## src/pkg/ccdt_pkg.sv

```systemverilog
// Constants for the completion cache discard timers.
// Assumes 16-bit register locations in the device control memory window.
package ccdt_pkg;
	// ----------------------------------------------------------------
	// Register offsets
	// ----------------------------------------------------------------
	localparam logic [7:0] CCDT_OFS_XFR_LIMIT = 8'h52;
	localparam logic [7:0] CCDT_OFS_IDLE_FLOOR = 8'h54;
	localparam logic [7:0] CCDT_OFS_IDLE_CEIL = 8'h56;
	localparam logic [7:0] CCDT_OFS_CFG_ALIAS = 8'hEA;
	// ----------------------------------------------------------------
	// Field widths and reset values
	// ----------------------------------------------------------------
	localparam int CCDT_XFR_W = 8;
	localparam int CCDT_IDLE_W = 12;
	localparam logic [7:0] CCDT_RST_XFR_LIMIT = 8'h08;
	localparam logic [11:0] CCDT_RST_IDLE_FLOOR = 12'h07F;
	localparam logic [11:0] CCDT_RST_IDLE_CEIL = 12'h1C0;
	// ----------------------------------------------------------------
	// Holding state
	// ----------------------------------------------------------------
	typedef enum logic [0:0] {
		CCDT_EMPTY = 1'b0,
		CCDT_HELD = 1'b1
	} ccdt_state_t;
endpackage

```

## src/hdl/ccdt_discard_timers.sv

```systemverilog
// Discard timing for cached read-completion data held for PCI masters.
// Assumes hit, cycle-start and cache-fill strobes come from logic on clk;
// link and global reset arrive from pins and are synchronised here.
//
// Notes on behaviour
// - Count PCI cycle starts without hit; discard once count reaches limit.
// - Miss-limit check fires only after idle clocks reach the 12-bit floor.
// - Discard when idle clocks without a hit reach the 12-bit ceiling.
// - Transfer limit upper byte always reads zero.
// - Floor and ceiling top four bits always read zero.
// - Link, global and power-on reset restore all three limits to defaults.
// - Transfer limit also reachable at configuration alias, same storage.
// - Three limits sit at successive 16-bit window offsets from 52h.
`timescale 1ns/1ps
module ccdt_discard_timers
	import ccdt_pkg::*;
(
	input wire logic clk,
	input wire logic reset,
	input wire logic link_reset_in,
	input wire logic global_reset_in,
	input wire logic pci_cycle_start,
	input wire logic read_hit,
	input wire logic data_cached,
	input wire logic [7:0] win_addr,
	input wire logic win_wr,
	input wire logic win_rd,
	input wire logic [15:0] win_wdata,
	output logic [15:0] win_rdata_ff,
	input wire logic [7:0] cfg_addr,
	input wire logic cfg_wr,
	input wire logic cfg_rd,
	input wire logic [7:0] cfg_wdata,
	output logic [7:0] cfg_rdata_ff,
	output logic discard_ff,
	output logic miss_check_armed_ff,
	output logic data_held_ff
);
	// ----------------------------------------------------------------
	// Reset pin synchronisers
	// ----------------------------------------------------------------
	logic [1:0] link_sync_ff;
	logic [1:0] glob_sync_ff;
	logic fld_rst;

	// Two stages each; only the second stage is looked at
	always_ff @(posedge clk or posedge reset)
	begin
		if (reset)
		begin
			link_sync_ff <= 2'h0;
			glob_sync_ff <= 2'h0;
		end
		else
		begin
			link_sync_ff <= {link_sync_ff[0], link_reset_in};
			glob_sync_ff <= {glob_sync_ff[0], global_reset_in};
		end
	end
	assign fld_rst = link_sync_ff[1] | glob_sync_ff[1];

	// ----------------------------------------------------------------
	// Limit registers
	// ----------------------------------------------------------------
	logic [7:0] xfr_limit_ff;
	logic [11:0] floor_ff;
	logic [11:0] ceil_ff;
	logic [7:0] nxt_xfr_limit;
	logic [11:0] nxt_floor;
	logic [11:0] nxt_ceil;

	// Window write beats the alias write when both hit the same cycle
	always_comb
	begin
		nxt_xfr_limit = xfr_limit_ff;
		nxt_floor = floor_ff;
		nxt_ceil = ceil_ff;
		if (fld_rst)
		begin
			nxt_xfr_limit = CCDT_RST_XFR_LIMIT;
			nxt_floor = CCDT_RST_IDLE_FLOOR;
			nxt_ceil = CCDT_RST_IDLE_CEIL;
		end
		else
		begin
			if (cfg_wr && cfg_addr == CCDT_OFS_CFG_ALIAS)
				nxt_xfr_limit = cfg_wdata;
			if (win_wr)
			begin
				unique case (win_addr)
					CCDT_OFS_XFR_LIMIT: nxt_xfr_limit = win_wdata[7:0];
					CCDT_OFS_IDLE_FLOOR: nxt_floor = win_wdata[11:0];
					CCDT_OFS_IDLE_CEIL: nxt_ceil = win_wdata[11:0];
					default: ;
				endcase
			end
		end
	end

	always_ff @(posedge clk or posedge reset)
	begin
		if (reset)
		begin
			xfr_limit_ff <= CCDT_RST_XFR_LIMIT;
			floor_ff <= CCDT_RST_IDLE_FLOOR;
			ceil_ff <= CCDT_RST_IDLE_CEIL;
		end
		else
		begin
			xfr_limit_ff <= nxt_xfr_limit;
			floor_ff <= nxt_floor;
			ceil_ff <= nxt_ceil;
		end
	end

	// ----------------------------------------------------------------
	// Read-back
	// ----------------------------------------------------------------
	logic [15:0] nxt_win_rdata;
	logic [7:0] nxt_cfg_rdata;

	// Reserved bits padded with zero; unmapped offsets read zero
	always_comb
	begin
		nxt_win_rdata = win_rdata_ff;
		nxt_cfg_rdata = cfg_rdata_ff;
		if (win_rd)
		begin
			unique case (win_addr)
				CCDT_OFS_XFR_LIMIT: nxt_win_rdata = {8'h00, xfr_limit_ff};
				CCDT_OFS_IDLE_FLOOR: nxt_win_rdata = {4'h0, floor_ff};
				CCDT_OFS_IDLE_CEIL: nxt_win_rdata = {4'h0, ceil_ff};
				default: nxt_win_rdata = 16'h0000;
			endcase
		end
		if (cfg_rd)
			nxt_cfg_rdata = (cfg_addr == CCDT_OFS_CFG_ALIAS) ? xfr_limit_ff : 8'h00;
	end

	always_ff @(posedge clk or posedge reset)
	begin
		if (reset)
		begin
			win_rdata_ff <= 16'h0000;
			cfg_rdata_ff <= 8'h00;
		end
		else
		begin
			win_rdata_ff <= nxt_win_rdata;
			cfg_rdata_ff <= nxt_cfg_rdata;
		end
	end

	// ----------------------------------------------------------------
	// Idle and cycle-start counters, discard decision
	// ----------------------------------------------------------------
	ccdt_state_t state_ff;
	ccdt_state_t nxt_state;
	logic [11:0] idle_cnt_ff;
	logic [11:0] nxt_idle_cnt;
	logic [7:0] start_cnt_ff;
	logic [7:0] nxt_start_cnt;
	logic nxt_discard;
	logic nxt_armed;
	logic floor_met;
	logic xfr_met;
	logic ceil_met;

	assign floor_met = idle_cnt_ff >= floor_ff;
	assign xfr_met = start_cnt_ff >= xfr_limit_ff;
	assign ceil_met = idle_cnt_ff >= ceil_ff;

	// Counters saturate so a long idle spell cannot wrap below a limit
	always_comb
	begin
		nxt_state = state_ff;
		nxt_idle_cnt = idle_cnt_ff;
		nxt_start_cnt = start_cnt_ff;
		nxt_discard = 1'b0;
		unique case (state_ff)
			CCDT_EMPTY:
			begin
				nxt_idle_cnt = 12'h000;
				nxt_start_cnt = 8'h00;
				if (data_cached)
					nxt_state = CCDT_HELD;
			end
			CCDT_HELD:
			begin
				if (read_hit || data_cached)
				begin
					nxt_idle_cnt = 12'h000;
					nxt_start_cnt = 8'h00;
				end
				else if ((xfr_met && floor_met) || ceil_met)
				begin
					nxt_discard = 1'b1;
					nxt_state = CCDT_EMPTY;
				end
				else
				begin
					if (idle_cnt_ff != 12'hFFF)
						nxt_idle_cnt = idle_cnt_ff + 12'h001;
					if (pci_cycle_start && start_cnt_ff != 8'hFF)
						nxt_start_cnt = start_cnt_ff + 8'h01;
				end
			end
		endcase
		nxt_armed = (nxt_state == CCDT_HELD) && (nxt_idle_cnt >= floor_ff);
	end

	always_ff @(posedge clk or posedge reset)
	begin
		if (reset)
		begin
			state_ff <= CCDT_EMPTY;
			idle_cnt_ff <= 12'h000;
			start_cnt_ff <= 8'h00;
			discard_ff <= 1'b0;
			miss_check_armed_ff <= 1'b0;
			data_held_ff <= 1'b0;
		end
		else
		begin
			state_ff <= nxt_state;
			idle_cnt_ff <= nxt_idle_cnt;
			start_cnt_ff <= nxt_start_cnt;
			discard_ff <= nxt_discard;
			miss_check_armed_ff <= nxt_armed;
			data_held_ff <= (nxt_state == CCDT_HELD);
		end
	end

	// ----------------------------------------------------------------
	// Assertions
	// ----------------------------------------------------------------
	property p_xfr_discard;
		@(posedge clk) disable iff (reset)
		(state_ff == CCDT_HELD && !read_hit && !data_cached && xfr_met && floor_met)
		|=> discard_ff && !data_held_ff;
	endproperty
	a_xfr_discard: assert property (p_xfr_discard) else $error("start limit discard missed");

	property p_floor_gate;
		@(posedge clk) disable iff (reset)
		(discard_ff && !$past(ceil_met)) |-> $past(floor_met) && $past(xfr_met);
	endproperty
	a_floor_gate: assert property (p_floor_gate) else $error("discard before idle floor");

	property p_ceil_discard;
		@(posedge clk) disable iff (reset)
		(state_ff == CCDT_HELD && !read_hit && !data_cached && ceil_met) |=> discard_ff;
	endproperty
	a_ceil_discard: assert property (p_ceil_discard) else $error("ceiling discard missed");

	property p_xfr_rsvd;
		@(posedge clk) disable iff (reset)
		(win_rd && win_addr == CCDT_OFS_XFR_LIMIT) |=> win_rdata_ff[15:8] == 8'h00;
	endproperty
	a_xfr_rsvd: assert property (p_xfr_rsvd) else $error("transfer limit upper byte nonzero");

	property p_idle_rsvd;
		@(posedge clk) disable iff (reset)
		(win_rd && (win_addr == CCDT_OFS_IDLE_FLOOR || win_addr == CCDT_OFS_IDLE_CEIL))
		|=> win_rdata_ff[15:12] == 4'h0;
	endproperty
	a_idle_rsvd: assert property (p_idle_rsvd) else $error("idle limit top bits nonzero");

	property p_fld_rst;
		@(posedge clk) disable iff (reset)
		fld_rst |=> xfr_limit_ff == CCDT_RST_XFR_LIMIT && floor_ff == CCDT_RST_IDLE_FLOOR
			&& ceil_ff == CCDT_RST_IDLE_CEIL;
	endproperty
	a_fld_rst: assert property (p_fld_rst) else $error("limits not restored");

	property p_alias;
		@(posedge clk) disable iff (reset)
		(cfg_wr && cfg_addr == CCDT_OFS_CFG_ALIAS && !fld_rst && !win_wr) ##1 win_rd
			&& win_addr == CCDT_OFS_XFR_LIMIT && !win_wr && !fld_rst
		|=> win_rdata_ff[7:0] == $past(cfg_wdata, 2);
	endproperty
	a_alias: assert property (p_alias) else $error("alias storage mismatch");

	property p_floor_wr;
		@(posedge clk) disable iff (reset)
		(win_wr && win_addr == CCDT_OFS_IDLE_FLOOR && !fld_rst) |=> floor_ff == $past(win_wdata[11:0]);
	endproperty
	a_floor_wr: assert property (p_floor_wr) else $error("floor write lost");

	property p_restart;
		@(posedge clk) disable iff (reset)
		(read_hit || data_cached) |=> idle_cnt_ff == 12'h000 && start_cnt_ff == 8'h00 && !discard_ff;
	endproperty
	a_restart: assert property (p_restart) else $error("counters not restarted");

	c_ceil: cover property (@(posedge clk) disable iff (reset) ceil_met && discard_ff == 1'b0 ##1 discard_ff);
	c_xfr: cover property (@(posedge clk) disable iff (reset) !ceil_met && xfr_met ##1 discard_ff);
	c_hit: cover property (@(posedge clk) disable iff (reset) data_held_ff && read_hit);
endmodule

```

## config.mk

```make
export PLATFORM = sky130hd
export DESIGN_NAME = ccdt_discard_timers
export DESIGN_NICKNAME = d
export VERILOG_FILES = /design/src/pkg/ccdt_pkg.sv /design/src/hdl/ccdt_discard_timers.sv
export SDC_FILE = /design/constraint.sdc
export NUM_CORES = 1
export LEC_CHECK = 0
export BUFFER_PORTS_ARGS = -buffer_cell sky130_fd_sc_hd__buf_2
export CAP_MARGIN = 5
export CORE_ASPECT_RATIO = 0.7
export CORE_MARGIN = 2
export CORE_UTILIZATION = 62
export DETAILED_ROUTE_END_ITERATION = 12
export GPL_ROUTABILITY_DRIVEN = 0
export GPL_TIMING_DRIVEN = 0
export PLACE_DENSITY = 0.92
export SLEW_MARGIN = 10
export SYNTH_ARGS = -nofsm -noshare
export SYNTH_HDL_FRONTEND = slang
export SYNTH_SLANG_ARGS = --single-unit
```

## constraint.sdc

```tcl
create_clock -name clk -period 5.06 [get_ports clk]
set_clock_uncertainty 0.05 [all_clocks]
set_input_delay 1.012 -clock clk [delete_from_list [all_inputs] [get_ports clk]]
set_output_delay 1.012 -clock clk [all_outputs]
set_load 0.01 [all_outputs]
```

==> summary.md <==
| Metric | Value |
|---|---|
| Global-route wire length before repair | 20700 µm |
| Peak Freq | 0.240 GHz |
| Post-synthesis sequential area ratio | 0.416 |
| Vias in the first global route | 4107 |
| TNS Setup | 0 ns |
| RSZ-0062 raised after global routing | false |
| Number of buffers added on ports | 66 |
| R2R cell count | 18 |
| FF-to-FF End | miss_check_armed_ff |
| CP max stage delay | 0.43 ns |
| Syn Inst Count | 518 |
| Post-synth EDFFs | 0 |
| Post-DP HPWL | 9880 µm |
| Clock network power share | 0.419 |
| Largest net degree at the start of global routing | 57 |
| Share of cells above drive strength 1 | 0.212 |
| 1st-iter DRT viols | 416 |
| Final Core Density | 0.744 |
| Final WL | 13000 µm |
| Measured slew at the worst slew-check pin | 0.620 ns |
| Flops & latches, synth | 79 |
| Combinational power share | 0.070 |
| Hold Crit Depth | 0 |
| Clk buf depth | 2 |
| Pins Over Slew Limit | 0 |
| Synthesized area | 4790 µm² |
| Peak VDD IR | 0.000175 V |
| Initial Utilization | 0.648 |
| Setup bufs post-CTS | 0 |
| Setup violations, final | 0 |
| GR Util All Layers | 0.323 |
| Hold Crit Class | flip-flop to flip-flop |
| Standard-cell rows | 26 |
| Most frequent cells in the layout | 71 x buf_2, 68 x dfrtp_1, 62 x inv_1 |
| Fin crit share | 0.822 |
| Post-route ant nets | 0 |
| Initial antenna violation count | 0 |
| Number of inserted diodes | 0 |
| NumNets Final | 696 |
| Switching portion of total power | 0.242 |
| Reg2Reg Setup Slack | 0.90 ns |
| Status | finished, final reports clean |
| CTS tree | built |
| Syn avg cell area | 9.24 µm² |
| Setup crit end | miss_check_armed_ff |
| H-Tree Depth | 3 |
| Post-CTS sizing | 0 |
| Die Y | 77.5 µm |
| Drt pass-1 iters | 5 |
| Die ar. | 8450 µm² |
| CP startpoint | idle_cnt_ff[0] |
| Kind of critical path | flip-flop to flip-flop |
| Fillcell total | 524 |
| CP max FO | 10 |
| Clk slew on worst S/H paths | 0.08 ns |
| Data arrival, critical path | 4.36 ns |
| Hold Violations, Final | 0 |
| Ys Warns | 0 |
| Drt via density | 6.16 |
| Setup crit end kind | flip-flop |
| Synth unique cells | 55 |
| Max Cap Viol | 0 |
| Clock root buffer | clkbuf_8 |
| Commonest non-fill, non-tap cell in the layout | buf_2 |
| DR WL/cell | 18.5 µm |
| Pleak | 0.00274 µW |
| Sw power | 302 µW |
| Synth async-reset ratio | 1.00 |
| RR Startpoint | idle_cnt_ff[0] |
| Pint | 947 µW |
| Core area | 7380 µm² |
| Min cycle time layout | 4.16 ns |
| Top cell by count, worst path | a21oi_1 |
| Residual DRC | 0 |
| Clock Sinks | 79 |
| Startpoint types | flip-flop |
| CP max-delay cell | dfrtp_1 |
| Latest clock arrival within the worst-skew pair | 0.37 ns |
| Hold_buf cts | 0 |
| Via count | 4324 |
| Power Dens Cells | 227 nW/µm² |
| Seq pwr share | 0.511 |
| CP Cell Sequence | inv_1, ha_1, nand2b_4, a2111oi_2, o41a_1, o21ai_2, a21oi_1, buf_4, nor3_2, a21oi_1, ha_1, nand2b_1, a21o_1, a21o_1, a21oi_1, o211ai_1, o2111ai_1, a21boi_0 |
| Slew headroom | 0.587 |
| Die width | 109 µm |
| Ports | 78 |
| Total gr overflow | 0 |
| CTS Buf Count | 9 |
| Area growth from synthesis to layout | 14.8% |
| Critical Path RT | 5.26 ns |
| Post-synth top flop | dfrtp_1 |
==> Yosys cell counts (2+ instances only) <==
library cell   n  area [µm²]
buf_2          5        25.0
dfrtp_1       68        1700
nand4_1        4        25.0
ha_1          46         576
o21ai_0       12        60.1
buf_4          7        52.6
a21oi_1       37         185
o211ai_1      12        90.1
mux2i_1       23         230
or2_2          2        12.5
o2111ai_1      2        17.5
clkbuf_1      11        41.3
and3_1        10        62.6
nand3_1       15        75.1
nor2b_1        3        18.8
nor3_1         6        30.0
and4_2         4        40.0
a22oi_1        8        60.1
dfstp_2       11         289
nand2b_1       3        18.8
a41oi_1        2        17.5
nor2_1        40         150
o22ai_1       20         125
o21a_1         3        22.5
a211oi_1       4        30.0
nand2_1       51         191
inv_1         63         236
a31oi_1        4        25.0
a21o_1        14         105
a31o_2         3        26.3
==> logic make-up after synthesis <==
| group | Yosys count | synth area share |
|---|---|---|
| other | 1 | 0.000783 |
| and+or+nand+nor | 148 | 0.153 |
| AOI/OAI and AO/OA | 132 | 0.182 |
| buffers and inverters | 87 | 0.0766 |
| adders and majority gates | 46 | 0.120 |
| muxes | 24 | 0.0504 |
| DFF | 79 | 0.416 |
| xor gates and xnor gates | 1 | 0.00183 |
==> metrics by stage <==
stage	cell area, µm²	power (µW)	setup WS, ns	hold slack, ns	std cells
after floorplan	4800	696	1.72	0.281	521
after global placement	5250	728	1.13	0.281	685
after detailed placement	5280	736	1.04	0.286	686
after CTS	5500	1240	0.972	0.305	702
after global routing	5500	1280	0.700	0.312	702
final	5500	1250	0.899	0.302	702
==> state kept, by name (all words and copies together) (netlist names) <==
name,count
ceil_ff,12
floor_ff,12
idle_cnt_ff,12
win_rdata_ff,12
cfg_rdata_ff,8
start_cnt_ff,8
xfr_limit_ff,8
glob_sync_ff,2
link_sync_ff,2
discard_ff,1
miss_check_armed_ff,1
state_ff,1
==> power groups by stage <==
stage                     combinational (µW)  clock (µW)  sequential (µW)
final                                   87.3         523              637
after global routing                    96.5         548              638
after CTS                               86.9         520              637
after detailed placement                86.5           0              650
after global placement                  79.2           0              649
after floorplan                         47.5           0              649
==> cell type report <==
type                       instances  area (µm²)  area share
inverter                          63         239      0.0435
clock inverter                     5        83.8      0.0152
clock buffer                      11         131      0.0239
multi-input combinational        355        2440       0.444
timing repair buffer              67         358      0.0651
tap                               98         123      0.0223
sequential                        79        1990       0.362
buffer                            24         130      0.0237
==> worst min path at each step <==
stage	start	endpoint	slack (ns)
detailed placement	link_sync_ff[0]	link_sync_ff[1]	0.29
floorplan	glob_sync_ff[0]	glob_sync_ff[1]	0.28
global route	link_sync_ff[0]	link_sync_ff[1]	0.31
CTS	link_sync_ff[0]	link_sync_ff[1]	0.30
finish	link_sync_ff[0]	link_sync_ff[1]	0.30
global placement	link_sync_ff[0]	link_sync_ff[1]	0.28
==> worst max-delay path: cells and delay by family, from the launching register on <==
family                   cells  cell delay [ns]
AO/OA/AOI/OAI               11             2.28
adder cells (fa/ha/maj)      2             0.52
buffers and inverters        2             0.41
flip-flops                   1             0.43
AND/OR/NAND/NOR              3             0.35
==> routing by layer <==
| metal | up-vias | track usage | part of all wire |
|---|---|---|---|
| li1 | 1973 | - | - |
| met1 | 2077 | 0.444 | 0.42 |
| met2 | 227 | 0.480 | 0.44 |
| met3 | 47 | 0.0933 | 0.10 |
| met4 | 0 | 0.133 | 0.030 |
| met5 | - | 0 | 0 |
(Power assumes the default switching activity.)
